**src/verilog/thrm_pkg.sv**
```systemverilog
// Package for the thermometer register and chain logic.
// Assumes a byte-level command front end decodes the bus in front of this block.
package thrm_pkg;
    localparam logic [7:0] CMD_WRITE_PAD = 8'h4e;
    localparam logic [7:0] CMD_CHAIN = 8'h99;
    localparam logic [7:0] CMD_PIO_WRITE = 8'ha5;
    localparam logic [7:0] CHAIN_CODE_OFF = 8'h3c;
    localparam logic [7:0] CHAIN_CODE_ON = 8'h5a;
    localparam logic [7:0] CHAIN_CODE_DONE = 8'h96;
    localparam logic [7:0] CONFIRM_BYTE = 8'haa;
    localparam logic [7:0] REFUSE_BYTE = 8'h00;
    localparam logic [2:0] ADDR_TEMP_LSB = 3'h0;
    localparam logic [2:0] ADDR_TEMP_MSB = 3'h1;
    localparam logic [2:0] ADDR_HIGH = 3'h2;
    localparam logic [2:0] ADDR_LOW = 3'h3;
    localparam logic [2:0] ADDR_CONFIG = 3'h4;
    localparam logic [15:0] TEMP_RESET = 16'h0550;
    localparam logic [7:0] HIGH_RESET = 8'h7f;
    localparam logic [7:0] LOW_RESET = 8'h80;
    localparam logic [1:0] RES_12BIT = 2'h3;
    localparam int RES_LSB_POS = 5;
    localparam logic [7:0] CONFIG_FIXED_ONE = 8'h1f;
    localparam logic [7:0] CONFIG_RES_MASK = 8'h60;
    localparam int TEMP_FRAC_BITS = 4;
    localparam int PIN_A_BIT = 0;
    localparam int PIN_B_BIT = 1;
    // Arbitrary value, stands for no real part
    localparam logic [7:0] FAMILY_DEFAULT = 8'h5b;

    typedef enum logic [2:0]
    {
        CHAIN_OFF = 3'h1,
        CHAIN_ON = 3'h2,
        CHAIN_DONE = 3'h4
    } thrm_chain_type;

    typedef enum logic [5:0]
    {
        CMD_IDLE = 6'h01,
        CMD_PAD = 6'h02,
        CMD_CH_TRUE = 6'h04,
        CMD_CH_INV = 6'h08,
        CMD_PIO_DATA = 6'h10,
        CMD_PIO_INV = 6'h20
    } thrm_cmd_type;
endpackage

```
**src/verilog/thrm_regs_chain.sv**
```systemverilog
// Register, alarm, chain and pin logic of a single-line-bus thermometer.
// Assumes a front end that delivers whole command and data bytes as pulses
// and a converter that delivers finished results as one-cycle pulses.
// What this block, its bus master and the board around it do
// RULE1 - Temperature as sixteen-bit signed, sixteenth degrees
// RULE2 - Low bits undefined below twelve-bit resolution
// RULE3 - Power-on temperature reads plus eighty-five
// RULE4 - Thresholds are eight-bit signed whole degrees
// RULE5 - Alarm sets at or beyond thresholds
// RULE6 - Alarm search participation follows alarm flag
// RULE7 - Alarm clears only strictly inside thresholds
// RULE8 - Config bit seven zero, low five one
// RULE9 - Config bits six, five select resolution
// RULE10 - Twelve-bit resolution is the default
// RULE11 - Pins open-drain with latch, released after reset
// RULE12 - Only pin A has chain pullup
// RULE13 - Chain state off, on, done via command
// RULE14 - Chain off: pins by access commands only
// RULE15 - Chain on: enable input, pullup, gated answer
// RULE16 - Chain done: pin A low, no answer
// RULE17 - Back to off releases both pins
// RULE18 - Master walks chain on, done, off
// RULE19 - First device enable held low externally
// RULE20 - Standard speed after reset, overdrive on command
// RULE21 - Scratchpad write fills high, low, config
// RULE22 - Master sends three bytes before reset
// RULE23 - Temperature changes only on conversion completion
// RULE24 - Chain codes 3c, 5a, 96, true then inverted
// RULE25 - Alarm compares whole-degree part, sign extended
// RULE26 - Resolution change applies from next conversion
`timescale 1ns/100ps
module thrm_regs_chain
(
    // Clock and reset
    input wire logic clk,
    input wire logic rst_b,
    // Byte stream from the bus front end
    input wire logic cmd_start,
    input wire logic byte_valid,
    input wire logic [7:0] byte_data,
    input wire logic overdrive_set,
    // Converter handshake
    input wire logic conv_start,
    input wire logic conv_done,
    input wire logic [15:0] conv_result,
    // Pins
    input wire logic pin_a_in,
    input wire logic pin_b_in,
    output logic pin_a_pulldown,
    output logic pin_a_pullup,
    output logic pin_b_pulldown,
    // Readout and status
    output logic [15:0] temperature_readout,
    output logic [7:0] alarm_high_threshold,
    output logic [7:0] alarm_low_threshold,
    output logic [7:0] conversion_configuration,
    output logic [1:0] conv_resolution,
    output logic alarm_flag,
    output logic alarm_search_join,
    output logic cond_read_join,
    output logic overdrive_flag,
    output logic [2:0] chain_state,
    output logic chain_answer_valid,
    output logic [7:0] chain_answer
);
    typedef struct packed
    {
        logic [15:0] temp;
        logic [7:0] high;
        logic [7:0] low;
        logic [1:0] res;
        logic [1:0] res_active;
        logic alarm;
        logic od;
        thrm_pkg::thrm_chain_type chain;
        thrm_pkg::thrm_cmd_type cmd;
        logic [1:0] pad_idx;
        logic [7:0] held;
        logic [1:0] latch;
        logic pd_a;
        logic pu_a;
        logic pd_b;
        logic cond_join;
        logic ans_valid;
        logic [7:0] ans;
    } thrm_state_type;

    thrm_state_type st_ff;
    thrm_state_type nxt_st;

    localparam int TEMP_FRAC_BITS = thrm_pkg::TEMP_FRAC_BITS;
    localparam int RES_LSB_POS = thrm_pkg::RES_LSB_POS;
    localparam int PIN_A_BIT = thrm_pkg::PIN_A_BIT;
    localparam int PIN_B_BIT = thrm_pkg::PIN_B_BIT;

    // Whole degrees of a result, sign kept
    function automatic logic signed [11:0] thrm_whole(input logic [15:0] t);
        thrm_whole = $signed(t[15:TEMP_FRAC_BITS]);
    endfunction

    // Mask the bits that a reduced resolution leaves undefined
    function automatic logic [15:0] thrm_trim(input logic [15:0] t, input logic [1:0] r);
        logic [15:0] m;
        m = 16'hffff;
        case (r)
            2'h0: m = 16'hfff8;
            2'h1: m = 16'hfffc;
            2'h2: m = 16'hfffe;
            default: m = 16'hffff;
        endcase
        thrm_trim = t & m;
    endfunction

    logic signed [11:0] whole_deg;
    logic signed [11:0] high_ext;
    logic signed [11:0] low_ext;
    logic alarm_hit;
    logic alarm_inside;

    always_comb
    begin
        // RULE25 whole degree compare
        whole_deg = thrm_whole(conv_result);
        high_ext = {{4{st_ff.high[7]}}, st_ff.high};
        low_ext = {{4{st_ff.low[7]}}, st_ff.low};
        // RULE5 alarm at limits
        alarm_hit = (whole_deg >= high_ext) || (whole_deg <= low_ext);
        alarm_inside = (whole_deg < high_ext) && (whole_deg > low_ext);
    end

    always_comb
    begin
        nxt_st = st_ff;
        nxt_st.ans_valid = 1'b0;
        // RULE20 overdrive only on command
        if (overdrive_set)
        begin
            nxt_st.od = 1'b1;
        end
        // RULE26 resolution latched at start
        if (conv_start)
        begin
            nxt_st.res_active = st_ff.res;
        end
        // RULE23 update on completion only
        if (conv_done)
        begin
            // RULE1 RULE2 signed readout trimmed
            nxt_st.temp = thrm_trim(conv_result, st_ff.res_active);
            // RULE7 clear strictly inside
            if (alarm_hit)
            begin
                nxt_st.alarm = 1'b1;
            end
            else if (alarm_inside)
            begin
                nxt_st.alarm = 1'b0;
            end
        end
        if (cmd_start)
        begin
            nxt_st.cmd = thrm_pkg::CMD_IDLE;
            case (byte_data)
                thrm_pkg::CMD_WRITE_PAD:
                begin
                    nxt_st.cmd = thrm_pkg::CMD_PAD;
                    nxt_st.pad_idx = 2'h0;
                end
                thrm_pkg::CMD_CHAIN: nxt_st.cmd = thrm_pkg::CMD_CH_TRUE;
                thrm_pkg::CMD_PIO_WRITE:
                begin
                    // Ignored while the chain owns the pins
                    if (st_ff.chain == thrm_pkg::CHAIN_OFF)
                    begin
                        nxt_st.cmd = thrm_pkg::CMD_PIO_DATA;
                    end
                end
                default: nxt_st.cmd = thrm_pkg::CMD_IDLE;
            endcase
        end
        else if (byte_valid)
        begin
            case (st_ff.cmd)
                thrm_pkg::CMD_PAD:
                begin
                    // RULE21 three bytes in order
                    case (st_ff.pad_idx)
                        2'h0: nxt_st.high = byte_data;
                        2'h1: nxt_st.low = byte_data;
                        // RULE9 RULE8 resolution field only
                        2'h2: nxt_st.res = byte_data[RES_LSB_POS +: 2];
                        default: nxt_st.high = st_ff.high;
                    endcase
                    nxt_st.pad_idx = 2'(st_ff.pad_idx + 2'h1);
                    if (st_ff.pad_idx == 2'h2)
                    begin
                        nxt_st.cmd = thrm_pkg::CMD_IDLE;
                    end
                end
                thrm_pkg::CMD_CH_TRUE:
                begin
                    nxt_st.held = byte_data;
                    nxt_st.cmd = thrm_pkg::CMD_CH_INV;
                end
                thrm_pkg::CMD_CH_INV:
                begin
                    nxt_st.cmd = thrm_pkg::CMD_IDLE;
                    nxt_st.ans_valid = 1'b1;
                    nxt_st.ans = thrm_pkg::REFUSE_BYTE;
                    // RULE24 valid codes, inverted copy
                    if (byte_data == ~st_ff.held)
                    begin
                        // RULE13 change via command
                        case (st_ff.held)
                            thrm_pkg::CHAIN_CODE_OFF:
                            begin
                                nxt_st.chain = thrm_pkg::CHAIN_OFF;
                                nxt_st.ans = thrm_pkg::CONFIRM_BYTE;
                            end
                            thrm_pkg::CHAIN_CODE_ON:
                            begin
                                nxt_st.chain = thrm_pkg::CHAIN_ON;
                                nxt_st.ans = thrm_pkg::CONFIRM_BYTE;
                            end
                            thrm_pkg::CHAIN_CODE_DONE:
                            begin
                                nxt_st.chain = thrm_pkg::CHAIN_DONE;
                                nxt_st.ans = thrm_pkg::CONFIRM_BYTE;
                            end
                            default: nxt_st.ans = thrm_pkg::REFUSE_BYTE;
                        endcase
                    end
                end
                thrm_pkg::CMD_PIO_DATA:
                begin
                    nxt_st.held = byte_data;
                    nxt_st.cmd = thrm_pkg::CMD_PIO_INV;
                end
                thrm_pkg::CMD_PIO_INV:
                begin
                    // RULE14 latch written only in chain off
                    if (byte_data == ~st_ff.held && st_ff.chain == thrm_pkg::CHAIN_OFF)
                    begin
                        nxt_st.latch = st_ff.held[1:0];
                    end
                    nxt_st.cmd = thrm_pkg::CMD_PIO_DATA;
                end
                default: nxt_st.cmd = thrm_pkg::CMD_IDLE;
            endcase
        end
        // RULE17 off restores latches released
        if (st_ff.chain != thrm_pkg::CHAIN_OFF && nxt_st.chain == thrm_pkg::CHAIN_OFF)
        begin
            nxt_st.latch = 2'h3;
        end
        // RULE11 RULE12 RULE15 RULE16 pin drive by chain state
        case (nxt_st.chain)
            thrm_pkg::CHAIN_ON:
            begin
                nxt_st.pd_a = 1'b0;
                nxt_st.pu_a = 1'b1;
                nxt_st.pd_b = 1'b0;
            end
            thrm_pkg::CHAIN_DONE:
            begin
                nxt_st.pd_a = 1'b1;
                nxt_st.pu_a = 1'b0;
                nxt_st.pd_b = 1'b0;
            end
            default:
            begin
                nxt_st.pd_a = ~nxt_st.latch[PIN_A_BIT];
                nxt_st.pu_a = 1'b0;
                nxt_st.pd_b = ~nxt_st.latch[PIN_B_BIT];
            end
        endcase
        // RULE15 answer only with enable low
        nxt_st.cond_join = (st_ff.chain == thrm_pkg::CHAIN_ON) && !pin_b_in;
    end

    always_ff @(posedge clk)
    begin
        if (!rst_b)
        begin
            // RULE3 RULE10 RULE13 RULE20 power-on values
            st_ff <= '{temp: thrm_pkg::TEMP_RESET, high: thrm_pkg::HIGH_RESET,
                low: thrm_pkg::LOW_RESET, res: thrm_pkg::RES_12BIT,
                res_active: thrm_pkg::RES_12BIT, alarm: 1'b0, od: 1'b0,
                chain: thrm_pkg::CHAIN_OFF, cmd: thrm_pkg::CMD_IDLE, pad_idx: 2'h0, held: 8'h00,
                latch: 2'h3, pd_a: 1'b0, pu_a: 1'b0, pd_b: 1'b0,
                cond_join: 1'b0, ans_valid: 1'b0, ans: 8'h00};
        end
        else
        begin
            st_ff <= nxt_st;
        end
    end

    // Outputs straight from the state flops
    assign temperature_readout = st_ff.temp;
    // RULE4 thresholds stored raw
    assign alarm_high_threshold = st_ff.high;
    assign alarm_low_threshold = st_ff.low;
    // RULE8 fixed bits forced on read
    assign conversion_configuration = (({1'b0, st_ff.res, 5'h00} & thrm_pkg::CONFIG_RES_MASK)
        | thrm_pkg::CONFIG_FIXED_ONE);
    assign conv_resolution = st_ff.res_active;
    assign alarm_flag = st_ff.alarm;
    // RULE6 alarm search follows flag
    assign alarm_search_join = st_ff.alarm;
    assign cond_read_join = st_ff.cond_join;
    assign overdrive_flag = st_ff.od;
    assign chain_state = st_ff.chain;
    assign pin_a_pulldown = st_ff.pd_a;
    assign pin_a_pullup = st_ff.pu_a;
    assign pin_b_pulldown = st_ff.pd_b;
    assign chain_answer_valid = st_ff.ans_valid;
    assign chain_answer = st_ff.ans;

    // RULE23 readout steady between completions
    a_temp_steady: assert property (@(posedge clk) disable iff (!rst_b)
        !conv_done |=> $stable(temperature_readout))
        else $error("temperature changed without conversion");
    // RULE5 alarm set at limits
    a_alarm_set: assert property (@(posedge clk) disable iff (!rst_b)
        conv_done && alarm_hit |=> alarm_flag)
        else $error("alarm not set at threshold");
    // RULE7 alarm cleared inside
    a_alarm_clear: assert property (@(posedge clk) disable iff (!rst_b)
        conv_done && alarm_inside |=> !alarm_flag)
        else $error("alarm not cleared inside limits");
    // RULE16 done drives pin A low
    a_done_pull: assert property (@(posedge clk) disable iff (!rst_b)
        chain_state == thrm_pkg::CHAIN_DONE |-> pin_a_pulldown && !pin_a_pullup)
        else $error("done state without pin A low");
    // RULE12 pin A pullup only when on
    a_pullup_on: assert property (@(posedge clk) disable iff (!rst_b)
        pin_a_pullup |-> chain_state == thrm_pkg::CHAIN_ON)
        else $error("pullup outside chain on");
    // RULE15 conditional read gated
    a_cond_gate: assert property (@(posedge clk) disable iff (!rst_b)
        cond_read_join |-> $past(chain_state) == thrm_pkg::CHAIN_ON && !$past(pin_b_in))
        else $error("conditional read without enable");
    // RULE8 fixed config bits
    a_config_fixed: assert property (@(posedge clk) disable iff (!rst_b)
        conversion_configuration[7] == 1'b0 && conversion_configuration[4:0] == 5'h1f)
        else $error("config fixed bits wrong");
    // RULE20 overdrive needs command
    a_od_cause: assert property (@(posedge clk) disable iff (!rst_b)
        $rose(overdrive_flag) |-> $past(overdrive_set))
        else $error("overdrive without command");
    // RULE24 chain change confirmed
    a_chain_ack: assert property (@(posedge clk) disable iff (!rst_b)
        $changed(chain_state) |-> chain_answer_valid && chain_answer == 8'haa)
        else $error("chain change without confirm");
endmodule
```
**config.mk**
```make
export PLATFORM = sky130hd
export DESIGN_NAME = thrm_regs_chain
export DESIGN_NICKNAME = d
export VERILOG_FILES = /design/src/verilog/thrm_pkg.sv /design/src/verilog/thrm_regs_chain.sv
export SDC_FILE = /design/constraint.sdc
export NUM_CORES = 1
export LEC_CHECK = 0
export BUFFER_PORTS_ARGS = -buffer_cell sky130_fd_sc_hd__buf_4
export CORE_UTILIZATION = 40
export DETAILED_ROUTE_END_ITERATION = 8
export SLEW_MARGIN = 20
export SYNTH_ARGS = -nofsm -noshare
export SYNTH_HDL_FRONTEND = slang
export SYNTH_SLANG_ARGS = --single-unit
export TNS_END_PERCENT = 20
```
**constraint.sdc**
```tcl
create_clock -name clk -period 2.9 [get_ports clk]
set_input_delay 0.58 -clock clk [delete_from_list [all_inputs] [get_ports clk]]
set_output_delay 0.58 -clock clk [all_outputs]
set_load 0.1 [all_outputs]
```
==> Word-level counts from Yosys, hierarchy flattened <==
Index checks and enable logic that the tools add are counted.
{ "op_classes": {"addsub": 1, "mul": 0, "div_mod_pow": 0, "n_lt_le_gt_ge": 4, "eq_ne": 24, "n_shift": 0, "muxes": 25, "n_bitwise": 7, "n_reduce_logical": 22} }
{ "ops": {"columns": ["cell", "n"], "rows": [
  ["8-bit two-way mux", 4],
  ["8-bit equality test, second input constant", 3],
  ["6-bit one-hot mux with 4 select lines", 1],
  ["21-bit two-way mux", 1],
  ["3-bit one-hot mux with 3 select lines", 2],
  ["16-bit bitwise AND", 1],
  ["8-bit by 7-bit equality test with 1-bit output, second input constant", 2],
  ["16-bit two-way mux", 1],
  ["5-bit one-hot mux with 3 select lines", 1],
  ["12-bit by 8-bit >= comparator with 1-bit output", 1],
  ["12-bit by 8-bit > comparator with 1-bit output", 1],
  ["12-bit by 8-bit less-or-equal comparator with 1-bit output", 1],
  ["12-bit by 8-bit < comparator with 1-bit output", 1],
  ["2-bit two-way mux", 6],
  ["4-bit AND reduction", 3],
  ["3-bit two-way mux", 3],
  ["9-bit two-way mux", 1],
  ["3-bit AND reduction", 3],
  ["8-bit by 6-bit equality test with 1-bit output, second input constant", 1],
  ["8-bit equality test", 1],
  ["8-bit NOT", 1],
  ["3-bit by 1-bit equality test with 1-bit output, second input constant", 2],
  ["3-bit by 2-bit equality test with 1-bit output, second input constant", 2],
  ["6-bit by 2-bit equality test with 1-bit output, second input constant", 1],
  ["24 further kinds", 39]
]} }
{ "totals": {"reg_bits": 72, "latchBits": 0, "ramBits": 0, "mem_bits_ro": 0, "in_bits": 33, "out_inout_bits": 61, "elab_cells": 101, "n_memories": 0} }

==> Logic depth before layout (Yosys ltp) <==
Gate-level depths: netlist of run 1.
{ "logic_depth": {"word_depth": 12, "depth_mapped": 9} }

==> Worst setup path before layout of run 1 <==
Ideal clock, no wire load.
{ "synth_path": {"path_kind": "input-to-reg", "start": "input port byte_data[2]", "end": "register st_ff (netlist bit pin_a_pulldown)", "setup_time_ps": 103, "t_arrival_ps": 2077, "slack_ps": 720, "path_stages": 7, "path_cell_list": "xnor2_1 > nor4_4 > and4_1 > mux2i_1 > inv_1 > a21bo_1 > a2111oi_2"} }
{ "synth_via": {"elab_chain_cells": 10, "elab_cells_between_ends": 16, "cone_classes": "eq/ne (4); mux (9); bitwise (1); reduce/logical (2)"} }
{ "synth_rtl": {"columns": ["item", "line_no", "source"], "rows": [
  ["start, declared", "thrm_regs_chain.sv:40", "input wire logic [7:0] byte_data,"],
  ["8-bit equality test *", "thrm_regs_chain.sv:211, thrm_regs_chain.sv:242", null],
  ["3-bit two-way mux", "thrm_regs_chain.sv:211", "if (byte_data == ~st_ff.held)"],
  ["3-bit two-way mux", "thrm_regs_chain.sv:183", "case (st_ff.cmd)"],
  ["21-bit two-way mux *", "thrm_regs_chain.sv:181", "else if (byte_valid)"],
  ["3-bit two-way mux", "thrm_regs_chain.sv:160", "if (cmd_start)"],
  ["3-bit by 1-bit equality test with 1-bit output", "thrm_regs_chain.sv:252", "if (st_ff.chain != thrm_pkg::CHAIN_OFF && nxt_st.chain == thrm_pkg::CHAIN_OFF)"],
  ["1-bit logical AND", "thrm_regs_chain.sv:252", null],
  ["2-bit two-way mux", "thrm_regs_chain.sv:252", null],
  ["1-bit NOT", "thrm_regs_chain.sv:272", "nxt_st.pd_a = ~nxt_st.latch[PIN_A_BIT];"],
  ["3-bit one-hot mux with 2 select lines *", "thrm_regs_chain.sv:257", "case (nxt_st.chain)"],
  ["end signal, assigned", "thrm_regs_chain.sv:286", "st_ff <= '{temp: thrm_pkg::TEMP_RESET, high: thrm_pkg::HIGH_RESET,"],
  ["end signal, assigned", "thrm_regs_chain.sv:295", "st_ff <= nxt_st;"],
  ["end, declared", "thrm_regs_chain.sv:88", "thrm_state_type st_ff;"]
]} }
Mark *: on every way between the ends. The rest lies on a longest branch, timed or not. The select of a mux whose other input is x is not followed.
A chain may end at the register's enable or synchronous reset.

==> Worst setup path in the final report of run 1 <==
{ "layout_path": {"start": "register st_ff[30] in the netlist's numbering", "end": "register st_ff (netlist bit pin_a_pulldown)"} }
{ "layout_via": {"elab_chain_cells": 9, "elab_cells_between_ends": 14, "cone_classes": "eq/ne (5); mux (7); bitwise (1); reduce/logical (1)"} }
{ "layout_rtl": {"columns": ["item", "line_no"], "rows": [
  ["6-bit by 4-bit equality test with 1-bit output", "thrm_regs_chain.sv:183"],
  ["3-bit two-way mux", "thrm_regs_chain.sv:183"],
  ["21-bit two-way mux *", "thrm_regs_chain.sv:181"],
  ["3-bit two-way mux", "thrm_regs_chain.sv:160"],
  ["3-bit by 1-bit equality test with 1-bit output", "thrm_regs_chain.sv:252"],
  ["1-bit logical AND", "thrm_regs_chain.sv:252"],
  ["2-bit two-way mux", "thrm_regs_chain.sv:252"],
  ["1-bit NOT", "thrm_regs_chain.sv:272"],
  ["3-bit one-hot mux with 2 select lines *", "thrm_regs_chain.sv:257"]
]} }
Marks and branches as above.

==> impl_metrics.csv, run 1 <==
group,metric,value,unit
outcome,status,"finished, final reports clean",
cts,hold_buffers,0,
critical_path,cp_top_family,"simple AND/OR/NAND/NOR gates",
routing,wire_per_inst,14.5,um
routing,top_layer_used,"met4",
synthesis,async_flop_share,0,%
cts,clkLatencyLatePin,0.34,ns
power_and_ir_drop,power_leakage,1.94,nW
cts,clock_sinks,65,
critical_path,cp.depth,7,
critical_path,startpoint,"st_ff[30]",
synthesis,yosys_warnings,0,
sta,fin_crit_sh,82.7,%
min_path,hold_class,"input pin to register",
final_layout,regArea,0.00130,mm^2
critical_path,critPathBufInv,0,
die,dieArea,0.00976,mm^2
grt,grt_pass1_vias,2835,
grt,grtUsageTotal,18.0,%
sta,slew_headroom,53.0,%
sta,grt_setup_unrepaired,"false",
final_layout,nNetsFinal,524,
sta,setup_viol,0,
critical_path,r2r_cells,7,
critical_path,crit_path_end_kind,"register",
flow_run,maxCapViolations,0,
synthesis,synth_edf_count,0,
final_layout,post-route-util,48.5,%
final_layout,layout-drive-gt1-share,22.2,%
synthesis,synth_top_area_share,34.7,%
grt,grt_max_degree,38,
sta,fin_skew,0.00522,ns
synthesis,ys_types,50,
die,fp.dieW,98.8,um
routing,vias_per_cell,5.23,
cts,clock_path_buffers,2,
critical_path,cp_slowest_cell,"nor4b_1",
die,die_h,98.8,um
placed_design,hpwl,6210,um
cts,htree_levels,3,
critical_path,crit_end,"pin_a_pulldown",
critical_path,crit_fanout,8,
critical_path,r2r-end,"pin_a_pulldown",
cts,postCtsSetupRepairBufs,0,
critical_path,startpoint_type,"register",
cts,path_clk_slew,0.07,ns
sta,clock.fmax,417,MHz
routing,wl_met1,4130,um
cts,numCtsBuffers,9,
synthesis,ys.flop_type,"dfxtp_1",
critical_path,slowest_delay,0.48,ns
placed_design,gp_congestion,0.807,
cts,root_buffer,"clkbuf_8",
placed_design,numPortBuffers,82,
routing,via_count,3013,
sta,slew_violations,0,
die,coreArea,0.00889,mm^2
routing,wirelength,8360,um
critical_path,reg2reg_slack,0.50,ns
sta,finalHoldViolations,0,
critical_path,worstPathArrival,2.64,ns
sta,worstMarginPinSlew,0.704,ns
sta,layout_setup_ws,0.502,ns
placed_design,preCtsSetupSlack,0.403,ns
cts,tritoncts,"built",
synthesis,yosys.area.top_type,"dfxtp_1",
die,num_io_pins,94,
synthesis,synth-seq-cells,65,
critical_path,worstSetupPathType,"register to register",
die,start_util,42.1,%
routing,drc_errors,0,
critical_path,r2r-start,"st_ff[30]",
cts,cts_resized,0,
final_layout,multi_input_area,0.00194,mm^2
routing,wl_met2,3750,um
routing,postRouteAntennaNets,0,
synthesis,synth-seq-area-share,34.7,%
grt,grt_overflow,0,
routing,dr_wl_met3,363,um
routing,dr.first_iter.drc_count,109,
sta,min_period,2.40,ns
critical_path,cp.required,3.14,ns
grt,grt_pass1_wl,13900,um
synthesis,syn_avg_cell_area,8.76,um^2
final_layout,fillers,843,
final_layout,diodes,0,
synthesis,syn_area,0.00375,mm^2
final_layout,area_growth,15.0,%
synthesis,synthTopCellsByArea,"dfxtp_1 35%, buf_4 11%, ha_1 9.0%, mux2i_1 7.7%, nand2_1 3.8%",
synthesis,synth_cells,428,
power_and_ir_drop,powerDensity,505,mW/mm^2
routing,dr.pass1.iters,4,
min_path,hold_start,"pin_b_in",
sta,tns,0,ns
grt,antenna_found_initial,0,
critical_path,worstPathCellList,"nor4b_1, and4_1, nand4_1, a22oi_1, nor2_1, and3_1, a2111oi_2",
power_and_ir_drop,ir_worst_vdd,0.194,mV
die,num_rows,34,
[flip-flops by register name (all words and copies together) (netlist names), 2 cells and up]
signal and cells:
chain_state 3, temperature_readout 16, alarm_low_threshold 8, st_ff 18
conversion_configuration 2, alarm_high_threshold 8, conv_resolution 2
[per-stage QoR]
stage,power [W],cell area [um^2],hold slack [ns],instances
final,0.00218,4310,0.393,576
after global placement,0.00130,4090,0.448,561
after CTS,0.00221,4310,0.381,576
after global routing,0.00227,4310,0.385,576
after detailed placement,0.00130,4090,0.459,561
after floorplan,0.00123,3780,0.436,436
[cell usage after synthesis (2+ instances only)]
library cell,count
a21oi_1,19
o21a_1,3
xnor2_1,8
o211ai_1,10
clkbuf_1,9
nand4_1,9
nor2b_1,6
and4_1,3
nand4b_1,2
o21ai_0,8
dfxtp_1,65
nor3_1,3
nor2_1,36
nand2_1,38
inv_1,21
o2111ai_1,2
buf_1,3
buf_4,54
ha_1,27
conb_1,2
nand2b_1,8
or2_2,2
a31oi_1,3
nor4_4,2
mux2i_1,29
a21o_1,4
a211oi_1,3
nand3_1,19
nor3b_1,3
and3_1,4
nor4bb_1,4
[cell usage in the layout, fill, tap and decap left out, types with 8 or more instances in the layout]
| cell | netlist | routed |
|---|---|---|
| o211ai_1 | 10 | 10 |
| o21ai_0 | 8 | 8 |
| mux2i_1 | 29 | 29 |
| ha_1 | 27 | 27 |
| nand4_1 | 9 | 9 |
| clkbuf_8 | 0 | 9 |
| xnor2_1 | 8 | 8 |
| nand3_1 | 19 | 19 |
| nor2_1 | 36 | 36 |
| dfxtp_1 | 65 | 65 |
| nand2_1 | 38 | 38 |
| conb_1 | 2 | 10 |
| a21oi_1 | 19 | 19 |
| inv_1 | 21 | 21 |
| nand2b_1 | 8 | 8 |
| buf_4 | 54 | 83 |
[logic make-up after synthesis]
family	Yosys count	synth area share (%)
simple gates	146	20.6
buf+inv	88	14.2
flops	65	34.7
compound gates	62	11.4
mux	29	7.75
fa+ha+maj	27	9.01
xor+xnor	9	2.10
other cells	2	0.200
[worst min-delay path by stage]
stage | cells past startpoint | slack, ns | end
floorplan | 2 | 0.44 | cond_read_join
global placement | 2 | 0.45 | overdrive_flag
detailed placement | 2 | 0.46 | temperature_readout[6]
CTS | 2 | 0.38 | cond_read_join
global route | 2 | 0.38 | cond_read_join
finish | 2 | 0.39 | cond_read_join
[cell type report]
type	count	area share, %
clock buffer	12	3.13
clock inverter	3	2.09
inverter	22	1.92
multi-input combinational	283	45.1
sequential	65	30.2
tap	108	3.13
timing repair buffer	83	14.5
[metal layers]
metal / track usage, % / vias up
met1: 24.8 / 1430
met2: 27.9 / 72
li1: - / 1501
met3: 3.19 / 10
met4: 7.23 / 0
met5: 0 / -
[power by group]
part / leakage, nW / switching [W] / internal [W] / total, W
registers: 0.528 / 0.0000108 / 0.000910 / 0.000921
clock network: 0.111 / 0.000329 / 0.000568 / 0.000897
logic: 1.30 / 0.000269 / 0.0000929 / 0.000362
Note: power is estimated with default switching activity, not from simulation.
==> run 2, diff against run 1 <==
Settings changed: PLACE_DENSITY from default to 0.65.
Clock period 2.9 ns to 2.2 ns, I/O delays scaled along.
==> impl_metrics.csv, run 2 (synthesized netlist as in run 1, its figures left out) <==
group,metric,value,unit
outcome,status,"finished, final reports clean",
die,fp.dieW,98.8,um
placed_design,numPortBuffers,82,
critical_path,cp.required,2.44,ns
critical_path,reg2reg_slack,0.08,ns
final_layout,layout-drive-gt1-share,29.9,%
sta,slew_violations,0,
sta,min_period,2.12,ns
final_layout,diodes,0,
critical_path,worstPathCellList,"xnor2_2, nor4_4, and4_4, mux2i_4, inv_1, a21bo_1, a2111oi_2",
critical_path,r2r_cells,7,
final_layout,regMostFlops,"st_ff",
cts,numCtsBuffers,9,
final_layout,fin_area,0.00460,mm^2
die,start_util,42.1,%
final_layout,fillers,827,
critical_path,worstPathArrival,2.37,ns
sta,setup_viol,0,
final_layout,area_growth,22.9,%
sta,fin_skew,0.0102,ns
cts,clock_sinks,65,
cts,htree_levels,3,
grt,grt_max_degree,38,
final_layout,final_cell_mix,"112 x buf_4, 60 x dfxtp_1, 38 x nand2_1",
critical_path,cp_slowest_cell,"nor4_4",
min_path,min_path_cells,2,
routing,dr.first_iter.drc_count,111,
sta,hold_ws,0.248,ns
power_and_ir_drop,pwr-share-seq,44.7,%
sta,tns,0,ns
power_and_ir_drop,pwr-share-clk,37.1,%
critical_path,critPathBufInv,1,
placed_design,place_area,0.00429,mm^2
placed_design,gp_congestion,0.849,
power_and_ir_drop,p_switching,0.000827,W
routing,wirelength,9020,um
sta,finalHoldViolations,0,
min_path,hold_class,"input pin to register",
die,num_rows,34,
cts,root_buffer,"clkbuf_8",
placed_design,preCtsSetupSlack,-0.147,ns
power_and_ir_drop,power_leakage,2.09,nW
min_path,hold_start,"pin_b_in",
power_and_ir_drop,powerDensity,589,mW/mm^2
critical_path,r2r-end,"pin_a_pulldown",
grt,grt_pass1_wl,14400,um
cts,tritoncts,"built",
grt,grt_pass1_vias,2978,
critical_path,crit_fanout,5,
critical_path,slowest_delay,0.39,ns
die,dieArea,0.00976,mm^2
sta,slew_headroom,54.8,%
die,num_io_pins,94,
critical_path,crit_path_end_kind,"register",
sta,worstMarginPinSlew,0.678,ns
sta,fin_crit_sh,96.5,%
critical_path,worstSetupPathType,"register to register",
critical_path,r2r-start,"st_ff[17]",
cts,path_clk_slew,0.07,ns
critical_path,cp_top_family,"simple AND/OR/NAND/NOR gates",
final_layout,nNetsFinal,553,
sta,clock.fmax,471,MHz
power_and_ir_drop,ir_worst_vdd,0.250,mV
routing,dr.pass1.iters,4,
grt,grt_overflow,0,
final_layout,layout_commonest_cell,"buf_4",
min_path,whs_endpoint,"cond_read_join",
routing,vias_per_cell,5.16,
placed_design,hpwl,6500,um
routing,via_count,3126,
grt,antenna_found_initial,0,
critical_path,cp.depth,7,
cts,clkLatencyLatePin,0.34,ns
critical_path,startpoint,"st_ff[17]",
power_and_ir_drop,swShare,30.5,%
routing,postRouteAntennaNets,0,
power_and_ir_drop,p_int,0.00189,W
power_and_ir_drop,pwr-share-comb,18.3,%
routing,drc_errors,0,
final_layout,largest_register_ffs,18,
grt,grtUsageTotal,18.8,%
cts,clock_path_buffers,2,
critical_path,startpoint_type,"register",
sta,layout_setup_ws,0.0779,ns
cts,hold_buffers,0,
flow_run,maxCapViolations,0,
die,coreArea,0.00889,mm^2
die,die_h,98.8,um
routing,wire_per_inst,14.9,um
==> run 2: changes by cell type in the layout (fill, tap and decap cells not counted), moves of 2 or more <==
| cell | before | now |
|---|---|---|
| bufinv_16 | 3 | 1 |
| dfxtp_1 | 65 | 60 |
| dfxtp_2 | 0 | 4 |
| xnor2_1 | 8 | 6 |
| nor4bb_4 | 0 | 2 |
| buf_4 | 83 | 112 |
| xnor2_2 | 0 | 2 |
| nor4bb_1 | 4 | 2 |
| clkinv_2 | 0 | 2 |
==> run 2: how the worst max path moves through the flow <==
stage | to | slack [ns]
after floorplan | pin_a_pulldown | 0.08
after CTS | pin_a_pulldown | 0.008
after detailed placement | pin_a_pulldown | -0.15
final | pin_a_pulldown | 0.08
after global routing | pin_a_pulldown | -0.02
after global placement | pin_a_pulldown | -0.1
==> run 2: what timing repair did <==
action | CTS | global route
endpoints found under the setup margin | 1 | 2
endpoints found under the hold margin | 0 | 0
pin swaps | 0 | 3
buffers inserted | 1 | 1
gates resized for setup | 2 | 20
==> run 2: power groups by stage <==
stage / registers (W) / clock network, W / logic [W]
2_1_floorplan: 0.00126 / 0 / 0.000370
3_3_place_gp: 0.00124 / 0 / 0.000485
3_5_place_dp: 0.00124 / 0 / 0.000491
4_1_cts: 0.00121 / 0.00103 / 0.000493
5_1_grt: 0.00121 / 0.00110 / 0.000523
6_report: 0.00121 / 0.00101 / 0.000496
==> run 2: through the flow <==
stage,instances,power (W),utilization [%]
6_report,606,0.00271,51.8
5_1_grt,606,0.00284,51.8
4_1_cts,605,0.00274,50.5
3_5_place_dp,588,0.00173,48.2
3_3_place_gp,588,0.00172,48.2
2_1_floorplan,436,0.00163,-
==> run 2: final cells by class <==
class                      instances  area, um^2  area share (%)
timing repair buffer             112         841            18.3
multi-input combinational        283        2050            44.5
tap                              108         135            2.93
clock inverter                     3        40.0           0.870
clock buffer                      13         149            3.23
sequential                        65        1310            28.5
inverter                          22        82.6            1.79
==> run 2: metal layers <==
layer / up-vias / track usage, % / routed length [um]
met3: 14 / 3.69 / 473
met1: 1447 / 26.1 / 4350
met2: 100 / 28.1 / 4060
met4: 0 / 8.04 / 144
met5: - / 0 / 0
li1: 1565 / - / -
==> run 2: worst register-to-register path, stage by stage (launching register included) <==
cell,delay [ns]
dfxtp_4,0.38
xnor2_2,0.15
nor4_4,0.39
and4_4,0.32
mux2i_4,0.24
inv_1,0.07
a21bo_1,0.20
a2111oi_2,0.26
